`src/logic/ccsg_pkg.sv`:
```
// Constants and types shared by the clock select, slowdown and gating block
package ccsg_pkg;

  // Register port geometry
  localparam int CCSG_ADDR_W = 4;
  localparam int CCSG_DATA_W = 16;
  localparam int CCSG_NUM_MODULES = 16;

  // Register indices on the plain register port
  localparam logic [3:0] CCSG_ADDR_CLOCK_DIVIDER_REGISTER = 4'h0;
  localparam logic [3:0] CCSG_ADDR_OSCCFG = 4'h1;
  localparam logic [3:0] CCSG_ADDR_GATE = 4'h2;
  localparam logic [3:0] CCSG_ADDR_STATUS = 4'h3;
  localparam logic [3:0] CCSG_ADDR_ACTIVE = 4'h4;

  // Clock divider register fields
  localparam int CCSG_SLOW_EN_BIT = 11;
  localparam int CCSG_RATIO_LSB = 12;
  localparam int CCSG_RATIO_MSB = 14;
  localparam int CCSG_ROI_BIT = 15;
  localparam logic [2:0] CCSG_RATIO_RST = 3'h0;
  localparam logic [15:0] CCSG_CLOCK_DIVIDER_REGISTER_MASK = 16'hF800;

  // Oscillator configuration register fields
  localparam int CCSG_SRC_LSB = 0;
  localparam int CCSG_SRC_MSB = 2;
  localparam int CCSG_PTYPE_LSB = 3;
  localparam int CCSG_PTYPE_MSB = 4;
  localparam int CCSG_PINFN_BIT = 5;
  // Erased configuration reads as all ones
  localparam logic [2:0] CCSG_SRC_RST = 3'h7;
  localparam logic [1:0] CCSG_PTYPE_RST = 2'h3;
  localparam logic CCSG_PINFN_RST = 1'b1;

  // Status register fields
  localparam int CCSG_ST_MODE_LSB = 0;
  localparam int CCSG_ST_MODE_MSB = 3;
  localparam int CCSG_ST_SLOW_BIT = 4;
  localparam int CCSG_ST_RLSB = 5;
  localparam int CCSG_ST_RMSB = 7;
  localparam int CCSG_ST_PLL_BIT = 8;

  // Modules fitted on this variant; absent ones never run
  localparam logic [15:0] CCSG_PRESENT_MASK = 16'h3FFF;
  localparam logic [15:0] CCSG_GATE_RST = 16'h0000;

  // Gate changes reach the module one instruction cycle later
  localparam int CCSG_GATE_DELAY_CYCLES = 1;

  typedef enum logic [2:0] {
    CCSG_SRC_RC_DIRECT = 3'b000,
    CCSG_SRC_RC_PLL = 3'b001,
    CCSG_SRC_PRI_DIRECT = 3'b010,
    CCSG_SRC_PRI_PLL = 3'b011,
    CCSG_SRC_RSVD = 3'b100,
    CCSG_SRC_LOW_POWER = 3'b101,
    CCSG_SRC_RC_DIV16 = 3'b110,
    CCSG_SRC_RC_DIVN = 3'b111
  } ccsg_osc_source_sel_t;

  typedef enum logic [1:0] {
    CCSG_PRI_EXT_CLOCK = 2'b00,
    CCSG_PRI_STD_CRYSTAL = 2'b01,
    CCSG_PRI_HS_CRYSTAL = 2'b10,
    CCSG_PRI_OFF = 2'b11
  } ccsg_primary_osc_type_sel_t;

  typedef enum logic [3:0] {
    CCSG_MODE_FAST_INTERNAL_OSC = 4'h0,
    CCSG_MODE_INTERNAL_RC_PLL = 4'h1,
    CCSG_MODE_HIGH_SPEED_CRYSTAL = 4'h2,
    CCSG_MODE_STANDARD_CRYSTAL = 4'h3,
    CCSG_MODE_EXTERNAL_CLOCK_INPUT = 4'h4,
    CCSG_MODE_HIGH_SPEED_CRYSTAL_PLL = 4'h5,
    CCSG_MODE_STANDARD_CRYSTAL_PLL = 4'h6,
    CCSG_MODE_EXTERNAL_CLOCK_PLL = 4'h7,
    CCSG_MODE_LOW_POWER_INTERNAL = 4'h8,
    CCSG_MODE_INTERNAL_RC_DIV_SIXTEEN = 4'h9,
    CCSG_MODE_INTERNAL_RC_DIV_N = 4'hA,
    CCSG_MODE_INVALID = 4'hF
  } ccsg_osc_mode_t;

endpackage

```
`src/logic/ccsg_div_if.sv`:
```
// Carrier between the control logic and the CPU clock divider
`timescale 1ns/1ps
`default_nettype none
interface ccsg_div_if;
  logic [2:0] req_ratio;
  logic [2:0] cur_ratio;
  logic cpu_en;
  modport ctrl (output req_ratio, input cur_ratio, input cpu_en);
  modport div (input req_ratio, output cur_ratio, output cpu_en);
endinterface
`default_nettype wire

```
`src/logic/ccsg_clock_ctrl.sv`:
```
// Oscillator source decode, CPU slowdown and per-module clock gating
//
// Design decisions made here: strobed register access and the register offsets.
`timescale 1ns/1ps
`default_nettype none

// Overview of operation
// Source codes 111, 110 and 101 pick the fast RC divided by N, by 16, or the low-power RC.
// Code 011 runs the primary oscillator through the PLL and 010 directly, type from 10/01/00.
// Code 001 feeds the fast RC divided by N into the PLL and 000 uses the fast RC directly.
// Erased configuration starts in fast RC divided-by-N mode, source code 111.
// A dedicated configuration bit decides the function of the second oscillator pin.
// Slowdown enable at bit 11 divides only the CPU clock; system and peripherals keep speed.
// The ratio field at bits 14:12 selects one of eight ratios 1:1 to 1:128, default 1:1.
// With bit 15 set an interrupt returns the CPU to full speed; clear, interrupts do nothing.
// CPU and peripheral clock domains stay aligned so peripheral register access is valid.
// A set gate bit stops the module's clocks, drops its register writes, invalidates reads.
// A module runs only with its gate clear and when fitted; fitted gates reset to clear.
// A gate change reaches its module one instruction cycle later.
// Ratio codes 000 to 111 give CPU divisors 1, 2, 4, 8, 16, 32, 64 and 128.
// Ratio changes take effect only at CPU clock boundaries, with no runt pulse.
module ccsg_clock_ctrl
  import ccsg_pkg::*;
(
  input wire logic i_mclk,
  input wire logic i_rst_b,
  input wire logic [3:0] i_addr,
  input wire logic [15:0] i_wdata,
  input wire logic i_wr,
  input wire logic i_rd,
  output logic [15:0] o_rdata,
  input wire logic i_irq,
  input wire logic [15:0] i_periph_wr_req,
  input wire logic [15:0] i_periph_rd_req,
  output logic o_cpu_clk_en,
  output logic [15:0] o_periph_clk_en,
  output logic [15:0] o_periph_wr_en,
  output logic [15:0] o_periph_rd_valid,
  output logic [3:0] o_osc_mode,
  output logic o_src_primary,
  output logic o_pll_en,
  output logic o_rc_div_n_en,
  output logic o_rc_div16_en,
  output logic o_low_power_osc_en,
  output logic [1:0] o_primary_osc_type_sel,
  output logic o_second_osc_pin_function_sel
);

  ccsg_div_if div_bus ();

  // Clock divider register
  logic interrupt_restores_full_speed_q;
  logic core_slowdown_enable_q;
  logic core_slowdown_enable_d;
  logic [2:0] slow_ratio_q;

  // Oscillator configuration
  logic [2:0] osc_source_sel_q;
  logic [1:0] primary_osc_type_sel_q;
  logic second_osc_pin_function_sel_q;

  // Module gating
  logic [15:0] module_clock_gate_q;
  logic [15:0] module_active_q;
  logic [15:0] module_active_d;

  // Registered outputs
  logic [15:0] rdata_q;
  logic [15:0] rdata_d;
  ccsg_osc_mode_t osc_mode_q;
  ccsg_osc_mode_t osc_mode_d;
  logic src_primary_q;
  logic pll_en_q;
  logic rc_div_n_q;
  logic rc_div16_q;
  logic low_power_q;
  logic pin_fn_q;

  // Address decode
  wire sel_clock_divider_register = (i_addr == CCSG_ADDR_CLOCK_DIVIDER_REGISTER);
  wire sel_osccfg = (i_addr == CCSG_ADDR_OSCCFG);
  wire sel_gate = (i_addr == CCSG_ADDR_GATE);
  wire sel_status = (i_addr == CCSG_ADDR_STATUS);
  wire sel_active = (i_addr == CCSG_ADDR_ACTIVE);
  wire wr_clock_divider_register = i_wr && sel_clock_divider_register;
  wire wr_osccfg = i_wr && sel_osccfg;
  wire wr_gate = i_wr && sel_gate;

  // Write data fields, named once so the register processes stay short
  wire wdata_roi = i_wdata[CCSG_ROI_BIT];
  wire wdata_slow_en = i_wdata[CCSG_SLOW_EN_BIT];
  wire [2:0] wdata_ratio = i_wdata[CCSG_RATIO_MSB:CCSG_RATIO_LSB];
  wire [2:0] wdata_src = i_wdata[CCSG_SRC_MSB:CCSG_SRC_LSB];
  wire [1:0] wdata_ptype = i_wdata[CCSG_PTYPE_MSB:CCSG_PTYPE_LSB];
  wire wdata_pin_fn = i_wdata[CCSG_PINFN_BIT];
  wire [15:0] wdata_gate = i_wdata & CCSG_PRESENT_MASK;

  // Interrupt restore: the hardware clear beats a same-cycle software set,
  // so an interrupt is never lost while the CPU crawls
  wire irq_restore = i_irq && interrupt_restores_full_speed_q;

  always_comb begin
    core_slowdown_enable_d = core_slowdown_enable_q;
    if (wr_clock_divider_register) begin
      core_slowdown_enable_d = wdata_slow_en;
    end
    if (irq_restore) begin
      core_slowdown_enable_d = 1'b0;
    end
  end

  always_ff @(posedge i_mclk) begin
    if (!i_rst_b) begin
      core_slowdown_enable_q <= 1'b0;
    end else begin
      core_slowdown_enable_q <= core_slowdown_enable_d;
    end
  end

  always_ff @(posedge i_mclk) begin
    if (!i_rst_b) begin
      interrupt_restores_full_speed_q <= 1'b0;
    end else if (wr_clock_divider_register) begin
      interrupt_restores_full_speed_q <= wdata_roi;
    end
  end

  // Ratio is kept when an interrupt clears slowdown; every divider register write reloads it from bits 14:12, whatever bit 11
  always_ff @(posedge i_mclk) begin
    if (!i_rst_b) begin
      slow_ratio_q <= CCSG_RATIO_RST;
    end else if (wr_clock_divider_register) begin
      slow_ratio_q <= wdata_ratio;
    end
  end

  // Only the CPU enable is divided; system and peripheral clocks run on
  assign div_bus.req_ratio = core_slowdown_enable_q ? slow_ratio_q : 3'h0;

  ccsg_slow_div u_slow_div (
    .i_mclk(i_mclk),
    .i_rst_b(i_rst_b),
    .bus(div_bus)
  );

  assign o_cpu_clk_en = div_bus.cpu_en;

  // Oscillator configuration; reset mirrors erased fuses
  always_ff @(posedge i_mclk) begin
    if (!i_rst_b) begin
      osc_source_sel_q <= CCSG_SRC_RST;
    end else if (wr_osccfg) begin
      osc_source_sel_q <= wdata_src;
    end
  end

  // Primary type is stored for every code but only decoded for 010 and 011
  always_ff @(posedge i_mclk) begin
    if (!i_rst_b) begin
      primary_osc_type_sel_q <= CCSG_PTYPE_RST;
    end else if (wr_osccfg) begin
      primary_osc_type_sel_q <= wdata_ptype;
    end
  end

  always_ff @(posedge i_mclk) begin
    if (!i_rst_b) begin
      second_osc_pin_function_sel_q <= CCSG_PINFN_RST;
    end else if (wr_osccfg) begin
      second_osc_pin_function_sel_q <= wdata_pin_fn;
    end
  end

  // Primary type only matters for the primary codes
  ccsg_osc_mode_t pri_direct_mode;
  ccsg_osc_mode_t pri_pll_mode;

  always_comb begin
    case (primary_osc_type_sel_q)
      CCSG_PRI_HS_CRYSTAL: begin
        pri_direct_mode = CCSG_MODE_HIGH_SPEED_CRYSTAL;
        pri_pll_mode = CCSG_MODE_HIGH_SPEED_CRYSTAL_PLL;
      end
      CCSG_PRI_STD_CRYSTAL: begin
        pri_direct_mode = CCSG_MODE_STANDARD_CRYSTAL;
        pri_pll_mode = CCSG_MODE_STANDARD_CRYSTAL_PLL;
      end
      CCSG_PRI_EXT_CLOCK: begin
        pri_direct_mode = CCSG_MODE_EXTERNAL_CLOCK_INPUT;
        pri_pll_mode = CCSG_MODE_EXTERNAL_CLOCK_PLL;
      end
      default: begin
        // Primary oscillator switched off: no usable clock from it
        pri_direct_mode = CCSG_MODE_INVALID;
        pri_pll_mode = CCSG_MODE_INVALID;
      end
    endcase
  end

  always_comb begin
    case (osc_source_sel_q)
      CCSG_SRC_RC_DIVN: osc_mode_d = CCSG_MODE_INTERNAL_RC_DIV_N;
      CCSG_SRC_RC_DIV16: osc_mode_d = CCSG_MODE_INTERNAL_RC_DIV_SIXTEEN;
      CCSG_SRC_LOW_POWER: osc_mode_d = CCSG_MODE_LOW_POWER_INTERNAL;
      CCSG_SRC_PRI_PLL: osc_mode_d = pri_pll_mode;
      CCSG_SRC_PRI_DIRECT: osc_mode_d = pri_direct_mode;
      CCSG_SRC_RC_PLL: osc_mode_d = CCSG_MODE_INTERNAL_RC_PLL;
      CCSG_SRC_RC_DIRECT: osc_mode_d = CCSG_MODE_FAST_INTERNAL_OSC;
      default: osc_mode_d = CCSG_MODE_INVALID;
    endcase
  end

  wire src_primary_d = (osc_source_sel_q == CCSG_SRC_PRI_PLL) ||
                       (osc_source_sel_q == CCSG_SRC_PRI_DIRECT);
  wire pll_en_d = (osc_source_sel_q == CCSG_SRC_PRI_PLL) ||
                  (osc_source_sel_q == CCSG_SRC_RC_PLL);
  // The internal RC PLL path (001) also uses the divide-by-N stage ahead of it
  wire rc_div_n_d = (osc_source_sel_q == CCSG_SRC_RC_DIVN) ||
                    (osc_source_sel_q == CCSG_SRC_RC_PLL);
  wire rc_div16_d = (osc_source_sel_q == CCSG_SRC_RC_DIV16);
  wire low_power_d = (osc_source_sel_q == CCSG_SRC_LOW_POWER);

  // Decoded outputs are registered so they switch together, free of glitches
  always_ff @(posedge i_mclk) begin
    if (!i_rst_b) begin
      osc_mode_q <= CCSG_MODE_INTERNAL_RC_DIV_N;
    end else begin
      osc_mode_q <= osc_mode_d;
    end
  end

  always_ff @(posedge i_mclk) begin
    if (!i_rst_b) begin
      src_primary_q <= 1'b0;
    end else begin
      src_primary_q <= src_primary_d;
    end
  end

  always_ff @(posedge i_mclk) begin
    if (!i_rst_b) begin
      pll_en_q <= 1'b0;
    end else begin
      pll_en_q <= pll_en_d;
    end
  end

  always_ff @(posedge i_mclk) begin
    if (!i_rst_b) begin
      rc_div_n_q <= 1'b1;
    end else begin
      rc_div_n_q <= rc_div_n_d;
    end
  end

  always_ff @(posedge i_mclk) begin
    if (!i_rst_b) begin
      rc_div16_q <= 1'b0;
    end else begin
      rc_div16_q <= rc_div16_d;
    end
  end

  always_ff @(posedge i_mclk) begin
    if (!i_rst_b) begin
      low_power_q <= 1'b0;
    end else begin
      low_power_q <= low_power_d;
    end
  end

  always_ff @(posedge i_mclk) begin
    if (!i_rst_b) begin
      pin_fn_q <= CCSG_PINFN_RST;
    end else begin
      pin_fn_q <= second_osc_pin_function_sel_q;
    end
  end

  assign o_osc_mode = osc_mode_q;
  assign o_src_primary = src_primary_q;
  assign o_pll_en = pll_en_q;
  assign o_rc_div_n_en = rc_div_n_q;
  assign o_rc_div16_en = rc_div16_q;
  assign o_low_power_osc_en = low_power_q;
  assign o_primary_osc_type_sel = primary_osc_type_sel_q;
  assign o_second_osc_pin_function_sel = pin_fn_q;

  // Module gates: absent modules keep their gate bits masked to zero and never run
  always_ff @(posedge i_mclk) begin
    if (!i_rst_b) begin
      module_clock_gate_q <= CCSG_GATE_RST;
    end else if (wr_gate) begin
      module_clock_gate_q <= wdata_gate;
    end
  end

  // The stage after the gate flop is the one instruction cycle of delay
  assign module_active_d = ~module_clock_gate_q & CCSG_PRESENT_MASK;

  always_ff @(posedge i_mclk) begin
    if (!i_rst_b) begin
      module_active_q <= CCSG_PRESENT_MASK;
    end else begin
      module_active_q <= module_active_d;
    end
  end

  // A disabled module loses every clock and its register port
  assign o_periph_clk_en = module_active_q;
  assign o_periph_wr_en = i_periph_wr_req & module_active_q;
  assign o_periph_rd_valid = i_periph_rd_req & module_active_q;

  // Register read path; data stands one cycle after the strobe only
  wire [15:0] clock_divider_register_view = {interrupt_restores_full_speed_q, slow_ratio_q,
                             core_slowdown_enable_q, 11'h000};
  wire [15:0] osccfg_view = {10'h000, second_osc_pin_function_sel_q,
                             primary_osc_type_sel_q, osc_source_sel_q};
  wire [15:0] status_view = {7'h00, pll_en_q, div_bus.cur_ratio,
                             core_slowdown_enable_q, osc_mode_q};

  // Read selects; no strobe or an unmapped index leaves the word at zero
  wire rd_clock_divider_register = i_rd && sel_clock_divider_register;
  wire rd_osccfg = i_rd && sel_osccfg;
  wire rd_gate = i_rd && sel_gate;
  wire rd_status = i_rd && sel_status;
  wire rd_active = i_rd && sel_active;

  always_comb begin
    if (rd_clock_divider_register) begin
      rdata_d = clock_divider_register_view;
    end else if (rd_osccfg) begin
      rdata_d = osccfg_view;
    end else if (rd_gate) begin
      rdata_d = module_clock_gate_q;
    end else if (rd_status) begin
      rdata_d = status_view;
    end else if (rd_active) begin
      rdata_d = module_active_q;
    end else begin
      rdata_d = 16'h0000;
    end
  end

  always_ff @(posedge i_mclk) begin
    if (!i_rst_b) begin
      rdata_q <= 16'h0000;
    end else begin
      rdata_q <= rdata_d;
    end
  end

  assign o_rdata = rdata_q;

endmodule
`default_nettype wire

```
`src/logic/ccsg_slow_div.sv`:
```
// CPU clock enable divider that switches ratio only on CPU cycle boundaries
`timescale 1ns/1ps
`default_nettype none
module ccsg_slow_div
  import ccsg_pkg::*;
(
  input wire logic i_mclk,
  input wire logic i_rst_b,
  ccsg_div_if.div bus
);

  logic [6:0] cnt_q;
  logic [6:0] cnt_d;
  logic [2:0] ratio_q;
  logic [2:0] ratio_d;
  logic [7:0] divisor;
  wire boundary = (cnt_q == 7'h00);

  // Ratio code n divides by two to the n, 1 up to 128
  assign divisor = 8'h01 << bus.req_ratio;
  // New ratio is picked up only where a CPU cycle ends, so no runt pulse
  assign ratio_d = boundary ? bus.req_ratio : ratio_q;
  assign cnt_d = boundary ? 7'(divisor - 8'h01) : 7'(cnt_q - 7'h01);
  // Enable lands on the same master edges the peripherals use
  assign bus.cpu_en = boundary;
  assign bus.cur_ratio = ratio_q;

  always_ff @(posedge i_mclk) begin
    if (!i_rst_b) begin
      cnt_q <= 7'h00;
      ratio_q <= CCSG_RATIO_RST;
    end else begin
      cnt_q <= cnt_d;
      ratio_q <= ratio_d;
    end
  end

endmodule
`default_nettype wire

```
`config.mk`:
```
export PLATFORM = sky130hd
export DESIGN_NAME = ccsg_clock_ctrl
export DESIGN_NICKNAME = d
export VERILOG_FILES = /design/src/logic/ccsg_pkg.sv /design/src/logic/ccsg_div_if.sv /design/src/logic/ccsg_clock_ctrl.sv /design/src/logic/ccsg_slow_div.sv
export SDC_FILE = /design/constraint.sdc
export NUM_CORES = 1
export LEC_CHECK = 0
export BUFFER_PORTS_ARGS = -buffer_cell sky130_fd_sc_hd__buf_2
export CAP_MARGIN = 20
export CORE_ASPECT_RATIO = 0.75
export CORE_MARGIN = 8
export CORE_UTILIZATION = 51
export DETAILED_ROUTE_END_ITERATION = 12
export HOLD_SLACK_MARGIN = 0.15
export PLACE_DENSITY = 0.82
export SYNTH_ARGS = -nofsm -noshare
export SYNTH_HDL_FRONTEND = slang
export SYNTH_SLANG_ARGS = --single-unit
export TNS_END_PERCENT = 5
```
`constraint.sdc`:
```
create_clock -name i_mclk -period 3.2 [get_ports i_mclk]
set_input_delay 0.16 -clock i_mclk [delete_from_list [all_inputs] [get_ports i_mclk]]
set_output_delay 0.16 -clock i_mclk [all_outputs]
set_load 0.01 [all_outputs]
```
==> run summary, run 1 <==
Status: complete, no violations
Inserted Diodes: 0
Vias in the first global route: 2993
Synth area leader: dfxtp_1
Setup TNS: 0 ns
Reg-to-Reg End: u_slow_div.cnt_q[6]$_SDFF_PN0_
Area of the multi-input gates: 1546 sq um
Most common cell after layout, fill and taps aside: buf_2
Hold path endpoint: osc_source_sel_q[0]$_SDFFE_PN1P_
Worst setup SP type: register
Core area: 6162 sq um
Reg2Reg Depth: 8
Die Span Y: 84.25 um
Mapped Cells: 361
Hold Crit Depth: 2
Clk slew on worst S/H paths: 0.08 ns
Critical path fanouts, max: 8
Detailed placement HPWL: 6556 um
Data required, critical path: 3.45 ns
Hold Path Class: input port to register
Peak VDD IR: 0.3561 mV
# clock sinks: 75
CTS tree: built
Period utilization: 65.63%
Num CTS Buffers: 9
P per Cell Area: 548.1 nW/um^2
Worst r2r src: slow_ratio_q[2]$_SDFFE_PN0P_
Ys flop type: dfxtp_1
Max Slew Vio Count: 0
Area Overhead vs Synth: 31.84%
Layout cells sized above 1: 30.20%
Final setup viols: 0
FMAX: 476.1 MHz
Worst slew margin: 40.71%
Post-synth EDFFs: 0
# DRC: 0
WS Path Type: register to register
Hold_sp: i_rst_b
Vias: 3082
Crit. End Element: register
Worst path arrival time: 2.35 ns
Synth top area share: 47.41%
Pwr Total: 0.002289 W
Post-synthesis instance area: 3167 sq um
Clock Tree Buf Depth: 2
Row cnt: 25
Clk_lat worst skew: 0.35 ns
Tmin final: 2.100 ns
Syn Area/Cell: 8.772 sq um
Area contributors post-synth: dfxtp_1, nand2_1, and2_1, a21oi_1, nor2_1
Fillers: 515
Synth warn: 0
Max-cap viol count: 0
Synthesis-stage register bit count: 75
Final wirelength: 9147 um
Worst-Margin Slew: 0.8856 ns
Pin count of the biggest net entering global routing: 30
GRT Overall Usage: 20.41%
Root Driver: clkbuf_8
Initial DRC count: 292
P_leak: 1.845 nW
Most frequent cells in the layout: buf_2, dfxtp_1, nand2_1
Register area share after synthesis: 47.41%
Final GP Congestion: 0.8407
Clock skew: 0.008874 ns
Initial core utilization: 51.39%
Die X: 107.0 um
GRT overflow: 0
Cell variety after synth: 46
Die area: 9013 sq um
Vias/cell: 5.305
Setup crit start: slow_ratio_q[2]$_SDFFE_PN0P_
Layout Nets: 558
DR WL/cell: 15.74 um
Setup repair after global routing missed its margin: no
Post-DRT Antenna Nets: 0
# IOs: 134
First-pass GRT wire length: 14770 um
H-tree depth: 3
Fin. Hold Viols: 0
Port buffer count: 123
Reg-to-reg slack, setup: 1.10 ns
Initial antenna violation count: 0
Sequential Area: 1501 sq um
Fraction of registers with async set or reset after synthesis: 0%
Drt first pass iters: 5
[cells in the mapped netlist, types with 2 or more instances]
library cell / number
nand2_1: 66
clkbuf_1: 10
nor3_2: 2
o31ai_1: 2
xnor2_1: 3
nand3_1: 5
a31oi_1: 4
nand2b_1: 8
mux2i_1: 7
dfxtp_1: 75
o22ai_1: 6
a2bb2oi_1: 4
a22oi_1: 9
ha_1: 6
and2_1: 35
o21a_1: 2
nor2_1: 29
a41oi_1: 2
inv_1: 4
buf_4: 7
a222oi_1: 2
nor3_1: 5
buf_1: 2
buf_2: 5
nor2b_1: 3
nand4_1: 2
a21oi_1: 29
o21ai_0: 9
[timing repair]
action | CTS | global route
endpoints found under the hold margin | 25 | 0
gates resized for setup | 0 | 0
buffers inserted | 0 | 0
hold buffers | 17 | 0
[worst max-delay path, stage by stage, from the launching register on]
cell and delay [ns]:
dfxtp_1 0.54, o31ai_1 0.13, a31oi_1 0.39, ha_1 0.26
nand2b_1 0.06, a31oi_1 0.24, nand4_1 0.15, xnor2_1 0.18
nor2_1 0.05
[area by class of cell]
type / count / share of cell area [%]
Sequential cell: 75 / 35.96
Clock buffer: 10 / 3.296
Timing Repair Buffer: 142 / 19.18
Clock inverter: 6 / 1.738
Multi-Input combinational cell: 263 / 37.04
Inverter: 4 / 0.3596
Tap cell: 81 / 2.427
[worst max path at each step]
stage / end
after floorplan: u_slow_div.cnt_q[6]$_SDFF_PN0_
after global placement: u_slow_div.cnt_q[6]$_SDFF_PN0_
after detailed placement: u_slow_div.cnt_q[6]$_SDFF_PN0_
after CTS: u_slow_div.cnt_q[6]$_SDFF_PN0_
after global routing: u_slow_div.cnt_q[6]$_SDFF_PN0_
final: u_slow_div.cnt_q[6]$_SDFF_PN0_
[state kept, by name, summed over array words and instances (netlist names), 2 cells and up]
register and flops:
module_clock_gate_q 14, o_osc_mode 4, o_periph_clk_en 14, o_primary_osc_type_sel 2, o_rdata 16, osc_source_sel_q 3
slow_ratio_q 3, u_slow_div.bus.cur_ratio 3, u_slow_div.cnt_q 7
[where the power goes]
group | switching (W) | internal, W | leakage [nW]
Sequential | 0.0000438 | 0.000979 | 0.608
Clock | 0.000365 | 0.000389 | 0.103
Combinational | 0.000287 | 0.000224 | 1.13
[cells by family (layout without fill, tap and decap cells)]
logic type	after synthesis	count (layout)	share of synthesized area (%)
AND/OR/NAND/NOR	166	166	27.18
flip-flops	75	75	47.41
AO/OA/AOI/OAI	74	74	15.25
buffers and inverters	28	162	4.346
multiplexers	7	7	2.213
adder cells (fa/ha/maj)	6	6	2.371
XOR/XNOR	4	4	1.106
other	1	6	0.1184
[per-stage QoR]
| stage | hold slack [ns] | worst slack, ns | utilization, % | instances | area [sq um] |
|---|---|---|---|---|---|
| 3_3_place_gp | 0.3701 | 1.188 | 61.58 | 548 | 3795 |
| 5_1_grt | 0.2479 | 0.9522 | 67.76 | 581 | 4175 |
| 2_1_floorplan | 0.2779 | 1.416 | - | 366 | 3186 |
| 3_5_place_dp | 0.3795 | 1.135 | 61.58 | 548 | 3795 |
| 4_1_cts | 0.2223 | 1.131 | 67.76 | 581 | 4175 |
| 6_report | 0.2442 | 1.100 | 67.76 | 581 | 4175 |
[metal layers]
metal / GRT usage (%) / wire length (um) / vias to the layer above
li1: - / - / 1503
met1: 23.48 / 3763 / 1405
met2: 34.03 / 4340 / 152
met3: 8.416 / 854 / 22
met4: 5.478 / 189 / 0
met5: 0 / 0 / -
Power figures use the tool's default switching activity.
==> run 2, diff against run 1 <==
CORE_UTILIZATION = 47   (was 51)
PLACE_DENSITY = 0.76   (was 0.82)
clock period = 2.2 ns   (was 3.2 ns; I/O delays follow)
==> run summary, run 2 (synthesis results as in run 1) <==
Tmin final: 1.981 ns
Worst setup SP type: register
Hold WS: 0.1787 ns
Layout Nets: 566
Final setup margin: 0.2190 ns
Setup TNS: 0 ns
Critical path buffers and inverters: 0
P_leak: 1.904 nW
Clock skew: 0.009782 ns
Root Driver: clkbuf_8
Status: complete, no violations
WS Path Type: register to register
Peak VDD IR: 0.5038 mV
Port buffer count: 123
Inserted Diodes: 0
Setup slack at placement: 0.1909 ns
FMAX: 504.8 MHz
DR WL/cell: 15.84 um
Clk_lat worst skew: 0.35 ns
Top Layer Used: met4
Drt first pass iters: 4
Core area: 6669 sq um
Final setup viols: 0
Crit-path most repeated cell: nor2_1
Crit. End Element: register
Clock Tree Buf Depth: 2
Final wirelength: 9380 um
Most common cell after layout, fill and taps aside: buf_2
Final GP Congestion: 0.8504
Detailed placement HPWL: 7003 um
Slowest cell on the critical path: nor4_4
Clk slew on worst S/H paths: 0.08 ns
CP Cell Sequence: nor4_4 > nand2_4 > nor2_1 > a21oi_1 > ha_1 > nand2b_1 > a31oi_1 > nand4_1 > xnor2_1 > nor2_1
Worst path arrival time: 2.23 ns
Worst-Margin Slew: 0.6535 ns
Vias/cell: 5.113
Max FFs per register: 16
Area after DPL: 3851 sq um
Fin. Hold Viols: 0
Initial antenna violation count: 0
Hold Path Class: input port to register
Num CTS Buffers: 9
Switching share of power: 29.16%
GRT Overall Usage: 20.07%
Worst slew margin: 56.25%
Post-DRT Antenna Nets: 0
Met2 wire len: 4302 um
First-pass GRT wire length: 15640 um
Sequential share of power: 43.1%
M1 WL: 3978 um
Area Overhead vs Synth: 34.85%
Met3 wire len: 1011 um
Setup repair after global routing missed its margin: no
Initial DRC count: 257
Critical path fanouts, max: 6
# IOs: 134
Die X: 110.8 um
Gate power share: 21.6%
Vias in the first global route: 3115
Row cnt: 26
# DRC: 0
Vias: 3027
P per Cell Area: 806.7 nW/um^2
Most frequent cells in the layout: buf_2, dfxtp_1, nand2_1
Setup Fix Bufs, Post-CTS: 0
Die Span Y: 87.09 um
Data required, critical path: 2.44 ns
CP max stage delay: 0.48 ns
Psw: 0.001004 W
Initial core utilization: 47.49%
CP top delay family: simple AND/OR/NAND/NOR gates
Reg-to-reg slack, setup: 0.22 ns
Post-Layout Cell Count: 592
# clock sinks: 75
Design area: 4270 sq um
Internal: 0.002441 W
Placed cells: 558
Max Slew Vio Count: 0
Pin count of the biggest net entering global routing: 29
CTS tree: built
H-tree depth: 3
Period utilization: 90.04%
Clock share of power: 35.2%
Layout cells sized above 1: 31.30%
Die area: 9647 sq um
Max-cap viol count: 0
GRT overflow: 0
-- run 2: cell count changes in the layout (fill, tap and decap cells not counted) --
cell and change:
buf_4 +7, a31oi_1 -1, a31oi_2 +1, bufinv_16 +1, clkinvlp_4 -1, dlygate4sd3_1 +1
-- run 2: metrics by stage --
step	total power, W	util [%]
floorplan	0.002033	-
global placement	0.002223	57.75
detailed placement	0.002228	57.75
CTS	0.003467	63.94
global route	0.003630	64.03
finish	0.003445	64.03
-- run 2: worst register-to-register path, cell delays in order (launching register included) --
cell and delay [ns]:
dfxtp_1 0.35, nor4_4 0.48, nand2_4 0.14, nor2_1 0.13, a21oi_1 0.08, ha_1 0.22
nand2b_1 0.07, a31oi_1 0.06, nand4_1 0.16, xnor2_1 0.12, nor2_1 0.05
-- run 2: power groups by stage --
stage | Clock (W) | Combinational [W] | Sequential (W)
CTS | 0.00124 | 0.000739 | 0.00148
global route | 0.00130 | 0.000832 | 0.00150
detailed placement | 0 | 0.000711 | 0.00152
finish | 0.00121 | 0.000746 | 0.00149
floorplan | 0 | 0.000525 | 0.00151
global placement | 0 | 0.000708 | 0.00152
-- run 2: final cells by class --
cell class	count	area, sq um
Fill cell	588	2399
Multi-Input combinational cell	263	1553
Sequential cell	75	1501
Timing Repair Buffer	150	863.3
Clock buffer	10	137.6
Tap cell	84	105.1
Clock inverter	6	95.09
Inverter	4	15.01
-- run 2: metal layers --
metal / GRT usage [%] / vias to the layer above
met1: 23.38 / 1385
met3: 9.022 / 11
li1: - / 1506
met4: 6.235 / 0
met2: 32.45 / 125
met5: 0 / -
-- run 2: repair_timing --
action                                 CTS  global route
setup endpoints to repair                0             1
hold buffers                            18             0
gates resized for setup                  0             1
endpoints found under the hold margin   25             0
-- run 2: path summary, 6_finish.rpt --
check	startpoint	to	cells after the start
worst max register to register	u_slow_div.cnt_q[0]$_SDFF_PN0_	u_slow_div.cnt_q[6]$_SDFF_PN0_	10
worst min register to register	module_clock_gate_q[10]$_SDFFE_PN0P_	o_periph_clk_en[10]$_SDFF_PN1_	1
worst max-delay path	u_slow_div.cnt_q[0]$_SDFF_PN0_	u_slow_div.cnt_q[6]$_SDFF_PN0_	10
worst min-delay path	i_rst_b	module_clock_gate_q[4]$_SDFFE_PN0P_	3
==> run 3, diff against run 2 <==
CAP_MARGIN = default   (was 20)
REMOVE_ABC_BUFFERS = 1   (was default)
==> run summary, run 3 (synthesis results as in run 1) <==
Fillers: 560
Hold Crit Depth: 3
Pwr Total: 0.003188 W
Hold WS: 0.2110 ns
P per Cell Area: 757.8 nW/um^2
P_leak: 1.875 nW
Die area: 9647 sq um
Row cnt: 26
Layout Nets: 565
Setup Fix Bufs, Post-CTS: 0
Final setup viols: 0
Initial DRC count: 141
Inserted Diodes: 0
Tmin final: 1.985 ns
Top Layer Used: met4
Core area: 6669 sq um
Vias: 3043
Most frequent cells in the layout: buf_2, dfxtp_1, nand2_1
Worst setup SP type: register
Reg2Reg Depth: 10
GRT overflow: 0
Setup repair after global routing missed its margin: no
Vias in the first global route: 3101
DR WL/cell: 15.66 um
Final GP Congestion: 0.8276
Crit. End Element: register
Port buffer count: 123
Critical path fanouts, max: 6
Die Span Y: 87.09 um
Clk_lat worst skew: 0.35 ns
Clk slew on worst S/H paths: 0.07 ns
# DRC: 0
Most common cell after layout, fill and taps aside: buf_2
Initial antenna violation count: 0
Root Driver: clkbuf_8
Num CTS Buffers: 9
Pin count of the biggest net entering global routing: 29
Peak VDD IR: 0.4475 mV
Final wirelength: 9256 um
Fin. Hold Viols: 0
Max Slew Vio Count: 0
Status: complete, no violations
Hold Path Class: input port to register
Layout cells sized above 1: 31.36%
Detailed placement HPWL: 6768 um
First-pass GRT wire length: 14610 um
Setup TNS: 0 ns
Vias/cell: 5.149
Max FFs per register: 16
Met3 wire len: 902 um
Data required, critical path: 2.41 ns
Worst-Margin Slew: 0.6924 ns
Period utilization: 90.25%
Drt first pass iters: 4
Worst path arrival time: 2.20 ns
Initial core utilization: 47.49%
Clock Tree Buf Depth: 2
Max-cap viol count: 0
M1 WL: 3886 um
GRT Overall Usage: 18.65%
FMAX: 503.7 MHz
# clock sinks: 75
Clock skew: 0.006352 ns
WS Path Type: register to register
Finished Core Util: 63.08%
Met2 wire len: 4376 um
Die X: 110.8 um
Worst slew margin: 53.79%
Final setup margin: 0.2146 ns
Setup slack at placement: 0.2341 ns
Post-DRT Antenna Nets: 0
CTS tree: built
# IOs: 134
Area Overhead vs Synth: 32.83%
H-tree depth: 3
-- run 3: changes by cell type in the layout (fill, tap and decap cells not counted), sizes merged --
cell	change
bufinv	-2
clkinv	+2
inv	-2
clkbuf	+1
clkinvlp	+1
dlygate4sd3	-1
-- run 3: repair_timing --
action	4_1_cts	5_1_grt
hold endpoints to repair	25	0
resized for setup	0	1
setup endpoints to repair	0	1
hold buffers	17	0
-- run 3: cell type report --
class                   count  area (sq um)  share of cell area [%]
multi-input cells         263          1553                   36.91
inverters                   4         15.01                  0.3569
clock inverters             5         27.53                  0.6544
well taps                  84         105.1                   2.499
repair buffers            149         853.3                   20.29
clock buffers              11         151.4                   3.599
flip-flops and latches     75          1501                   35.69
-- run 3: power by group --
part / internal [W] / switching [W]
Sequential: 0.00142 / 0.0000620
Combinational: 0.000334 / 0.000411
Clock: 0.000463 / 0.000493
-- run 3: per-layer routing --
metal	GRT usage, %	up-vias
li1	-	1497
met1	19.98	1410
met4	7.457	0
met2	31.64	126
met3	8.471	10
met5	0	-
-- run 3: through the flow --
stage,instances,instance area (sq um)
after global routing,591,4207
final,591,4207
after detailed placement,558,3851
after floorplan,342,3063
after CTS,591,4200
after global placement,558,3851
-- run 3: worst paths after layout --
kind                                             from                               end  slack, ns
setup / recovery       u_slow_div.cnt_q[0]$_SDFF_PN0_    u_slow_div.cnt_q[6]$_SDFF_PN0_       0.21
hold / removal                                i_rst_b  osc_source_sel_q[2]$_SDFFE_PN1P_       0.21
setup reg to reg       u_slow_div.cnt_q[0]$_SDFF_PN0_    u_slow_div.cnt_q[6]$_SDFF_PN0_       0.21
hold reg to reg   module_clock_gate_q[3]$_SDFFE_PN0P_     o_periph_clk_en[3]$_SDFF_PN1_       0.40
-- run 3: critical path, cell delays in order, from the launching register on --
cell      delay [ns]
dfxtp_1         0.34
nor4_4          0.50
nand2_4         0.14
nor2_1          0.11
a21oi_1         0.08
ha_1            0.21
nand2b_1        0.07
a31oi_1         0.06
nand4_1         0.17
xnor2_1         0.13
nor2_1          0.05
